<file path="src/slbc_fifo.sv">
// parameterised valid/ready FIFO
`timescale 1ns/100ps
`default_nettype none
module slbc_fifo #(
    parameter int WIDTH = 2,
    parameter int DEPTH = 16
) (
    // clock and reset
    input wire logic clk,
    input wire logic rst_sync_b,
    input wire logic flush,
    // fill side
    input wire logic in_valid,
    output logic in_ready,
    input wire logic [WIDTH-1:0] in_data,
    // drain side
    output logic out_valid,
    input wire logic out_ready,
    output logic [WIDTH-1:0] out_data
);
    localparam int AW = $clog2(DEPTH);
    initial begin
        if (DEPTH < 2 || (1 << AW) != DEPTH) $error("depth must be a power of two");
    end
    logic [WIDTH-1:0] mem [DEPTH];
    logic [AW:0] wr_ptr;
    logic [AW:0] rd_ptr;
    wire full = (wr_ptr[AW] != rd_ptr[AW]) && (wr_ptr[AW-1:0] == rd_ptr[AW-1:0]);
    wire empty = (wr_ptr == rd_ptr);
    wire push = in_valid && !full;
    wire pop = out_ready && !empty;
    assign in_ready = !full;
    assign out_valid = !empty;
    assign out_data = mem[rd_ptr[AW-1:0]];
    always_ff @(posedge clk) begin
        if (push) mem[wr_ptr[AW-1:0]] <= in_data;
    end
    always_ff @(posedge clk or negedge rst_sync_b) begin
        if (!rst_sync_b) begin
            wr_ptr <= '0;
            rd_ptr <= '0;
        end else if (flush) begin
            wr_ptr <= '0;
            rd_ptr <= '0;
        end else begin
            if (push) wr_ptr <= wr_ptr + 1'b1;
            if (pop) rd_ptr <= rd_ptr + 1'b1;
        end
    end
endmodule : slbc_fifo
`default_nettype wire

</file>
<file path="config.mk">
export PLATFORM = sky130hd
export DESIGN_NAME = slbc_fifo
export DESIGN_NICKNAME = d
export VERILOG_FILES = /design/src/slbc_fifo.sv
export SDC_FILE = /design/constraint.sdc
export NUM_CORES = 1
export LEC_CHECK = 0
export ABC_AREA = 1
export BUFFER_PORTS_ARGS = -buffer_cell sky130_fd_sc_hd__buf_4
export CORE_MARGIN = 5
export CORE_UTILIZATION = 40
export CTS_CLUSTER_SIZE = 14
export DETAILED_ROUTE_END_ITERATION = 7
export GPL_TIMING_DRIVEN = 0
export SYNTH_ARGS = -nofsm -noshare
export SYNTH_HDL_FRONTEND = slang
export SYNTH_SLANG_ARGS = --single-unit
</file>
<file path="constraint.sdc">
create_clock -name clk -period 3.7 [get_ports clk]
set_clock_uncertainty 0.1 [all_clocks]
set_input_delay 0.37 -clock clk [delete_from_list [all_inputs] [get_ports clk]]
set_output_delay 0.37 -clock clk [all_outputs]
set_load 0.01 [all_outputs]
</file>
==> results_dict.tcl, run 1 <==
set metrics [dict create \
    core_mm2 0.00514 \
    clockBufferDepth 2 \
    switching_share_pct 25.7 \
    dr.first_iter.drc_count 54 \
    whs_path_depth 4 \
    p_int_uw 766 \
    grt_max_degree 17 \
    ys.warnings.count 0 \
    critPathBufInv 3 \
    holdWs_ns 0.263 \
    synth.area.top_cells "edfxtp_1, dfrtp_1, nand2_1" \
    num_rows 26 \
    rsz0062_at_grt "false" \
    setup_viol 0 \
    cp.arrival_ns 1.96 \
    finalHoldViolCount 0 \
    rrSetupSlack_ns 1.69 \
    detail-route-antenna-nets 0 \
    vias_per_cell 5.06 \
    final_util_pct 47.1 \
    postSynthAreaPerCell_um2 9.77 \
    die_area_mm2 0.00691 \
    slowest_stage "dfrtp_1" \
    gr-usage-all-layers_pct 14.7 \
    p_clk_share_pct 35.3 \
    max_freq_ghz 0.411 \
    final_cell_mix "nand2_1, edfxtp_1, nor2_1" \
    ys_seq_elements 42 \
    die_h_um 83.1 \
    p_leak_nw 0.981 \
    yosys.area.top_type_share_pct 44.9 \
    crit_fanout 10 \
    insertedDiodeCount 0 \
    min-delay-start "flush" \
    wl_per_cell_um 15.2 \
    worst_setup_path_start_kind "flip-flop" \
    grt_antenna_before_repair 0 \
    syn_area_mm2 0.00214 \
    critical-path-top-delay-family "buffers and inverters" \
    whs_endpoint "wr_ptr[4]$_DFFE_PN0P_" \
    ys_seq_area_share_pct 56.6 \
    syn_to_final_growth_pct 13.2 \
    worst_pin_slew_ns 0.464 \
    timing.final.crit_share_pct 65.7 \
    combPwrFrac_pct 14.0 \
    dpl.hpwl_um 3340 \
    synth_cell_types 26 \
    synth_area_leader_cell "edfxtp_1" \
    grt_overflow 0 \
    cp-end-kind "output port" \
    cp.required_ns 3.23 \
    critical_path_class "flip-flop to output port" \
    htree_levels 2 \
    ios 11 \
    clkSlewWorstSetupHoldPaths_ns 0.08 \
    fp.dieW_um 83.1 \
    cap_violations 0 \
    max_slew_margin_pct 69.1 \
    status "finished, final reports clean" \
    drive_above_1_share_pct 16.8 \
    first_pass_iters 4 \
    reg2reg_to "mem[4][1]$_DFFE_PP_" \
    crit_chain "inv_2 > clkbuf_1 > o21ai_0 > o211ai_1 > nand3_1 > nand2_1 > buf_4" \
    io_buffers 10 \
    slew_violations 0 \
    power_frac_seq_pct 50.7 \
    grt_pass1_wl_um 8060 \
    r2r-start "rd_ptr[1]$_DFFE_PN0P_" \
    vdd_ir_drop_max_mv 0.154 \
    cts_sinks 42 \
    drc_errors 0 \
    cts_resized 0 \
    cts_tree "built" \
    powerDensity_mw_per_mm2 426 \
    layout_commonest_cell "nand2_1" \
    netlist_instances 219 \
    grt_pass1_vias 1668 \
    start_util_pct 41.6 \
    nNetsFinal 249 \
    layout_min_cycle_time_ns 2.43 \
    gp_congestion 0.802 \
    clk_latency_ns 0.29 \
    clockRootBuffer "clkbuf_8" \
    syn_nets 231 \
    critPathMaxStageDelay_ns 0.45 \
    hold_class "primary input to flip-flop" \
    reg2regPathDepth 9 \
    drt-total-wl_um 4680 \
    numCtsBuffers 5 \
    tns_ns 0 \
    vias 1558 \
    net-switching-power_uw 265 \
]
==> cell type report <==
| cell class | count | area, um^2 |
|---|---|---|
| Multi-Input combinational cell | 148 | 791 |
| Sequential cell | 42 | 1210 |
| Clock inverter | 2 | 37.5 |
| Inverter | 19 | 71.3 |
| Tap cell | 70 | 87.6 |
| Buffer | 10 | 66.3 |
| Timing Repair Buffer | 11 | 85.1 |
| Fill cell | 512 | 2720 |
| Clock buffer | 6 | 72.6 |
==> Yosys cell counts, drive strengths merged <==
master   n
nand2   36
nor2    33
edfxtp  32
nand3   23
inv     18
o21ai   16
nor3    15
nand4   11
dfrtp   10
buf      9
ha       5
o211ai   4
xor2     2
a31oi    1
clkbuf   1
clkinv   1
o21bai   1
xnor2    1
==> repair_timing <==
item,in CTS,in global routing
hold buffers,1,0
hold endpoints to repair,10,0
buffers inserted,0,0
==> power groups by stage <==
stage	registers, mW	logic (mW)	clock network [mW]
5_1_grt	0.524	0.163	0.389
3_5_place_dp	0.533	0.145	0
4_1_cts	0.523	0.145	0.370
2_1_floorplan	0.531	0.0914	0
6_report	0.523	0.145	0.364
3_3_place_gp	0.533	0.143	0
==> logic make-up (layout without fill, tap and decap cells) <==
| group | count (synthesis) | count (layout) | share of synthesized area [%] |
|---|---|---|---|
| DFF | 42 | 42 | 56.6 |
| buffers and inverters | 29 | 48 | 6.43 |
| and+or+nand+nor | 118 | 118 | 27.0 |
| adders and majority gates | 5 | 5 | 2.92 |
| AOI/OAI and AO/OA | 22 | 22 | 5.79 |
| xor gates and xnor gates | 3 | 3 | 1.23 |
==> layer usage <==
metal / track usage (%) / wire (um) / vias to the layer above
met5: 0 / 0 / -
met4: 4.16 / 40 / 0
met3: 3.37 / 152 / 5
met2: 24.3 / 2220 / 22
met1: 19.2 / 2260 / 740
li1: - / - / 791
==> tightest hold or removal path: stages <==
cell and delay [ns]:
buf_4 0.09, a31oi_1 0.04, nand4_1 0.08, nand2_1 0.05
==> sequential cells by signal (all words and copies together), names as in the netlist <==
name    count
wr_ptr      5
rd_ptr      5
mem        32
==> metrics by stage <==
step | setup slack [ns] | total power, mW | area (um^2) | std cells
6_report | 1.27 | 1.03 | 2420 | 308
5_1_grt | 1.15 | 1.08 | 2420 | 308
4_1_cts | 1.27 | 1.04 | 2420 | 308
3_5_place_dp | 1.61 | 0.678 | 2300 | 299
3_3_place_gp | 1.63 | 0.676 | 2300 | 299
2_1_floorplan | 1.95 | 0.623 | 2140 | 219
==> worst max path at each step <==
stage / start / to / depth (start not counted)
after global routing: rd_ptr[0]$_DFFE_PN0P_ / out_data[0] / 7
final: rd_ptr[0]$_DFFE_PN0P_ / out_data[1] / 7
after detailed placement: rd_ptr[0]$_DFFE_PN0P_ / out_data[1] / 7
after floorplan: rd_ptr[1]$_DFFE_PN0P_ / mem[10][0]$_DFFE_PP_ / 9
after global placement: rd_ptr[0]$_DFFE_PN0P_ / out_data[1] / 7
after CTS: rd_ptr[0]$_DFFE_PN0P_ / out_data[1] / 7
Power figures use the tool's default switching activity.
==> inputs of run 2 (changes only) <==
ABC_AREA = 0   (was 1)
clock period = 2.25 ns   (was 3.7 ns; I/O delays follow)
==> run 2 against run 1 <==
Compared with the run above: clock-buffer cell count increased by 1; clock power rose by 65%; sequential cell count did not move; power is 71% higher; synthesized cell count is 36% lower; area after synthesis is 0.70% lower; critical path depth down 3; the flow now finishes with violations (setup timing).
==> results_dict.tcl, run 2 <==
set metrics [dict create \
    p_leak_nw 0.894 \
    grt_overflow 0 \
    wl_per_cell_um 17.4 \
    layout_commonest_cell "edfxtp_1" \
    insertedDiodeCount 0 \
    final_util_pct 46.8 \
    synth_area_leader_cell "edfxtp_1" \
    gr-usage-all-layers_pct 12.2 \
    first_pass_iters 4 \
    layout_min_cycle_time_ns 2.27 \
    drt-total-wl_um 4000 \
    max_slew_margin_pct 58.5 \
    cp_common_cell "mux4_2" \
    crit_start "rd_ptr[0]$_DFFE_PN0P_" \
    rsz0062_at_grt "true" \
    num_rows 26 \
    grt_pass1_vias 1272 \
    vias_per_cell 5.32 \
    dr.first_iter.drc_count 71 \
    worst_setup_path_start_kind "flip-flop" \
    nNetsFinal 171 \
    violations "setup timing" \
    numCtsBuffers 5 \
    timing.final.crit_share_pct 101 \
    synth_flop_cell "edfxtp_1" \
    netlist_instances 140 \
    synth_cell_types 32 \
    r2r-start "rd_ptr[0]$_DFFE_PN0P_" \
    clockRootBuffer "clkbuf_8" \
    synth.area.top_cells "edfxtp_1, dfrtp_1, mux4_1" \
    cts_sinks 42 \
    postSynthAreaPerCell_um2 15.2 \
    ys_seq_area_share_pct 57.0 \
    setup_viol 2 \
    async_flop_share_pct 23.8 \
    dpl.hpwl_um 2860 \
    holdWs_ns 0.132 \
    ys.warnings.count 0 \
    slew_violations 0 \
    crit_path_end "out_data[0]" \
    drc_errors 0 \
    multiInputGateArea_um2 803 \
    vdd_ir_drop_max_mv 0.236 \
    htree_levels 2 \
    die_area_mm2 0.00687 \
    syn_to_final_growth_pct 13.3 \
    syn_nets 152 \
    yosys.area.top_type_share_pct 45.2 \
    start_util_pct 41.3 \
    rrSetupSlack_ns 0.14 \
    clockBufferDepth 2 \
    p_clk_share_pct 33.9 \
    crit_chain "buf_8 > mux4_2 > mux4_2 > buf_6" \
    combPwrFrac_pct 17.2 \
    power_frac_seq_pct 48.9 \
    max_freq_ghz 0.441 \
    cp.arrival_ns 1.94 \
    net-switching-power_uw 396 \
    grt_antenna_before_repair 0 \
    reg2reg_to "mem[7][0]$_DFFE_PP_" \
    stdcell_count 230 \
    synth_common_cells "edfxtp_1, dfrtp_1, nor2_1, mux4_1" \
    powerDensity_mw_per_mm2 735 \
    place_inst 219 \
    crit_fanout 8 \
    worst_pin_slew_ns 0.618 \
    p_int_mw 1.37 \
    largest_register_ffs 32 \
    detail-route-antenna-nets 0 \
    die_h_um 82.9 \
    critPathMaxStageDelay_ns 0.52 \
    seq_area_mm2 0.00121 \
    synth_most_common_cell "edfxtp_1" \
    cap_violations 0 \
    reg2regPathDepth 7 \
    final_cell_mix "edfxtp_1, mux4_2, buf_4" \
    drive_above_1_share_pct 28.1 \
    synth_edf_count 32 \
    finalHoldViolCount 0 \
    io_buffers 9 \
    slowest_stage "mux4_2" \
    ys_seq_elements 42 \
    syn_area_mm2 0.00212 \
    core_mm2 0.00514 \
    status "finished, violations left" \
    switching_share_pct 22.4 \
    ios 11 \
    grt_pass1_wl_um 6610 \
    clkSlewWorstSetupHoldPaths_ns 0.08 \
    clk_latency_ns 0.29 \
    cts_tree "built" \
    gp_congestion 0.767 \
    cp-end-kind "output port" \
    cp.required_ns 1.92 \
    grt_max_degree 17 \
    p_total_mw 1.77 \
    fp.dieW_um 82.9 \
    vias 1223 \
    critical_path_class "flip-flop to output port" \
    setup_ws_ns -0.0185 \
    hold_class "primary input to flip-flop" \
    nFillCells 479 \
]
[run 2: cell families after synthesis]
logic type,synth area share (%)
AOI/OAI and AO/OA,4.42
xor gates and xnor gates,2.47
adders and majority gates,2.94
buffers and inverters,3.77
DFF,57.0
muxes,16.2
and+or+nand+nor,13.2
[run 2: repair_timing]
action,CTS,global route
gates resized for setup,14,0
buffers inserted,2,0
hold buffers,1,0
setup endpoints to repair,2,2
endpoints found under the hold margin,10,0
[run 2: critical path: cells and delay by family (launching register included)]
family | cells | cell delay (ns)
muxes | 2 | 1.00
DFF | 1 | 0.38
buffers and inverters | 2 | 0.29
[run 2: through the flow]
step	area, um^2	setup TNS, ns	setup slack (ns)
after CTS	2410	-0.0585	-0.0300
after floorplan	2120	0	0.335
after detailed placement	2280	0	0.0523
after global placement	2280	0	0.0614
final	2410	-0.0344	-0.0185
after global routing	2410	-0.160	-0.0842
[run 2: how the worst min path moves through the flow]
stage,from,endpoint,slack (ns),cells after the start
detailed placement,rst_sync_b,rd_ptr[2]$_DFFE_PN0P_,-0.03,1
CTS,in_valid,wr_ptr[1]$_DFFE_PN0P_,0.12,3
global route,in_valid,wr_ptr[1]$_DFFE_PN0P_,0.15,3
global placement,rst_sync_b,rd_ptr[3]$_DFFE_PN0P_,-0.04,1
finish,in_valid,wr_ptr[1]$_DFFE_PN0P_,0.13,3
floorplan,rst_sync_b,rd_ptr[0]$_DFFE_PN0P_,-0.17,0
[run 2: cell type report]
cell class	count	share of cell area, %
Sequential cell	42	50.4
Timing Repair Buffer	12	4.16
Clock inverter	1	1.25
Inverter	4	0.624
Tap cell	70	3.64
Clock buffer	7	3.59
Multi-Input combinational cell	84	33.4
Buffer	10	3.01
[run 2: routing by layer]
layer / global-route usage, % / up-vias / routed length [um]
li1: - / 578 / -
met5: 0 / - / 0
met1: 16.1 / 616 / 1830
met3: 3.07 / 4 / 150
met4: 3.12 / 0 / 32
met2: 20.0 / 25 / 1990
[run 2: power groups by stage]
stage               registers [mW]  logic, mW  clock network [mW]
finish                       0.865      0.304               0.599
global route                 0.867      0.330               0.642
CTS                          0.865      0.308               0.615
detailed placement           0.885      0.269                   0
global placement             0.885      0.265                   0
floorplan                    0.880      0.187                   0
==> inputs of run 3 (changes only) <==
ABC_AREA = 1   (was 0)
CORE_UTILIZATION = 41   (was 40)
==> run 3 against run 2 <==
Compared with the run above: the flow now finishes without violations; register-to-register slack improved by 0.07 ns; setup slack improved by 0.17 ns; power fell by 11%; combinational power fell by 21%; routed wire length rose by 12%; fmax rose by 8.0%; sequential share of layout area rose by 0.11 points; global-route usage rose by 2.9 points; sequential power fell by 0.7%; die area fell by 1.5%; highest routed layer unchanged.
==> results_dict.tcl, run 3 (synthesized netlist as in run 1, its figures left out) <==
set metrics [dict create \
    grt_pass1_vias 1543 \
    p_leak_nw 0.969 \
    rrSetupSlack_ns 0.21 \
    layout_min_cycle_time_ns 2.10 \
    drt-total-wl_um 4500 \
    cp.required_ns 1.92 \
    reg2regPathDepth 8 \
    tns_ns 0 \
    die_h_um 82.2 \
    crit_start "rd_ptr[0]$_DFFE_PN0P_" \
    powerDensity_mw_per_mm2 653 \
    largest_register_ffs 32 \
    hold_class "primary input to flip-flop" \
    gp_congestion 0.770 \
    max_freq_ghz 0.476 \
    timing.final.crit_share_pct 93.4 \
    wl_per_cell_um 14.6 \
    critical_path_class "flip-flop to output port" \
    grt_antenna_before_repair 0 \
    r2r-start "rd_ptr[0]$_DFFE_PN0P_" \
    drive_above_1_share_pct 17.3 \
    vdd_ir_drop_max_mv 0.367 \
    final_cell_mix "nand2_1, edfxtp_1, nor2_1" \
    grt_overflow 0 \
    insertedDiodeCount 0 \
    core_mm2 0.00507 \
    whs_path_depth 4 \
    htree_levels 2 \
    drc_errors 0 \
    numCtsBuffers 5 \
    worst_pin_slew_ns 0.383 \
    first_pass_iters 4 \
    crit_fanout 10 \
    grt_pass1_wl_um 7490 \
    whs_endpoint "wr_ptr[4]$_DFFE_PN0P_" \
    cts_tree "built" \
    slew_violations 0 \
    nNetsFinal 248 \
    clockRootBuffer "clkbuf_8" \
    min-delay-start "flush" \
    cp.arrival_ns 1.78 \
    post-cts-setup-buffer-count 0 \
    gr-usage-all-layers_pct 15.1 \
    dr.first_iter.drc_count 80 \
    io_buffers 10 \
    layout_commonest_cell "nand2_1" \
    clkSlewWorstSetupHoldPaths_ns 0.08 \
    status "finished, final reports clean" \
    setup_viol 0 \
    max_slew_margin_pct 74.3 \
    cap_violations 0 \
    reg2reg_to "mem[8][0]$_DFFE_PP_" \
    num_rows 26 \
    cp-end-kind "output port" \
    die_area_mm2 0.00676 \
    rsz0062_at_grt "false" \
    grt_max_degree 19 \
    clk_latency_ns 0.29 \
    fp.dieW_um 82.2 \
    vias 1546 \
    dpl.hpwl_um 3300 \
    clockBufferDepth 2 \
    ios 11 \
    worst_setup_path_start_kind "flip-flop" \
    start_util_pct 42.2 \
    detail-route-antenna-nets 0 \
    holdWs_ns 0.109 \
    vias_per_cell 5.04 \
    finalHoldViolCount 0 \
    cts_sinks 42 \
    syn_to_final_growth_pct 12.3 \
]
[run 3: cell count changes in the layout (fill, tap and decap cells not counted), moves of 10 or more]
| cell | before | now |
|---|---|---|
| nor2_1 | 9 | 31 |
| nand2_1 | 5 | 33 |
| o21ai_0 | 1 | 15 |
| mux4_2 | 10 | 0 |
| inv_1 | 4 | 14 |
| nand3_1 | 0 | 18 |
| nor3_1 | 0 | 15 |
[run 3: timing repair]
action | 4_1_cts | 5_1_grt
pin swaps | 0 | 1
hold buffers | 1 | 0
endpoints found under the hold margin | 10 | 0
resized for setup | 0 | 6
endpoints found under the setup margin | 1 | 2
[run 3: stage by stage]
step | instances | setup WS [ns] | utilization [%] | total power, mW | cell area (um^2)
4_1_cts | 307 | 0.0359 | 47.2 | 1.58 | 2390
3_3_place_gp | 299 | 0.299 | 45.4 | 1.11 | 2300
6_report | 307 | 0.149 | 47.3 | 1.57 | 2400
5_1_grt | 307 | 0.0196 | 47.3 | 1.64 | 2400
3_5_place_dp | 299 | 0.271 | 45.4 | 1.12 | 2300
2_1_floorplan | 219 | 0.503 | - | 1.02 | 2140
[run 3: report_power, final]
| group | total [mW] | internal (mW) | switching (mW) |
|---|---|---|---|
| logic | 0.239 | 0.0836 | 0.155 |
| registers | 0.859 | 0.848 | 0.0111 |
| clock network | 0.471 | 0.212 | 0.258 |
| total | 1.57 | 1.14 | 0.424 |
[run 3: how the worst max path moves through the flow]
stage,to,slack [ns],cells after the start
after floorplan,mem[10][0]$_DFFE_PP_,0.50,9
after global placement,mem[4][0]$_DFFE_PP_,0.30,9
after detailed placement,mem[8][0]$_DFFE_PP_,0.27,9
after CTS,out_data[0],0.04,7
after global routing,out_data[1],0.02,8
final,out_data[0],0.15,7
[run 3: area by class of cell]
cell class                      instances  area [um^2]
Buffer                                  9         70.1
Clock inverter                          3         16.3
Inverter                               19         71.3
Sequential cell                        42         1210
Clock buffer                            5         68.8
Fill cell                             520         2670
Timing Repair Buffer                   11         85.1
Tap cell                               70         87.6
Multi-Input combinational cell        148          791
[run 3: metal layers]
layer / track usage [%] / part of all wire [%] / up-vias
met2: 25.0 / 48 / 17
li1: - / - / 787
met4: 5.48 / 0.85 / 0
met5: 0 / 0 / -
met1: 19.6 / 48 / 737
met3: 2.93 / 2.3 / 5
[run 3: worst max-delay path, stage by stage (launching register included)]
cell and delay, ns:
dfrtp_2 0.44, clkbuf_4 0.20, clkbuf_4 0.22, o21ai_0 0.23, nand3_1 0.09, nand3_1 0.09
nand2_1 0.06, buf_4 0.14
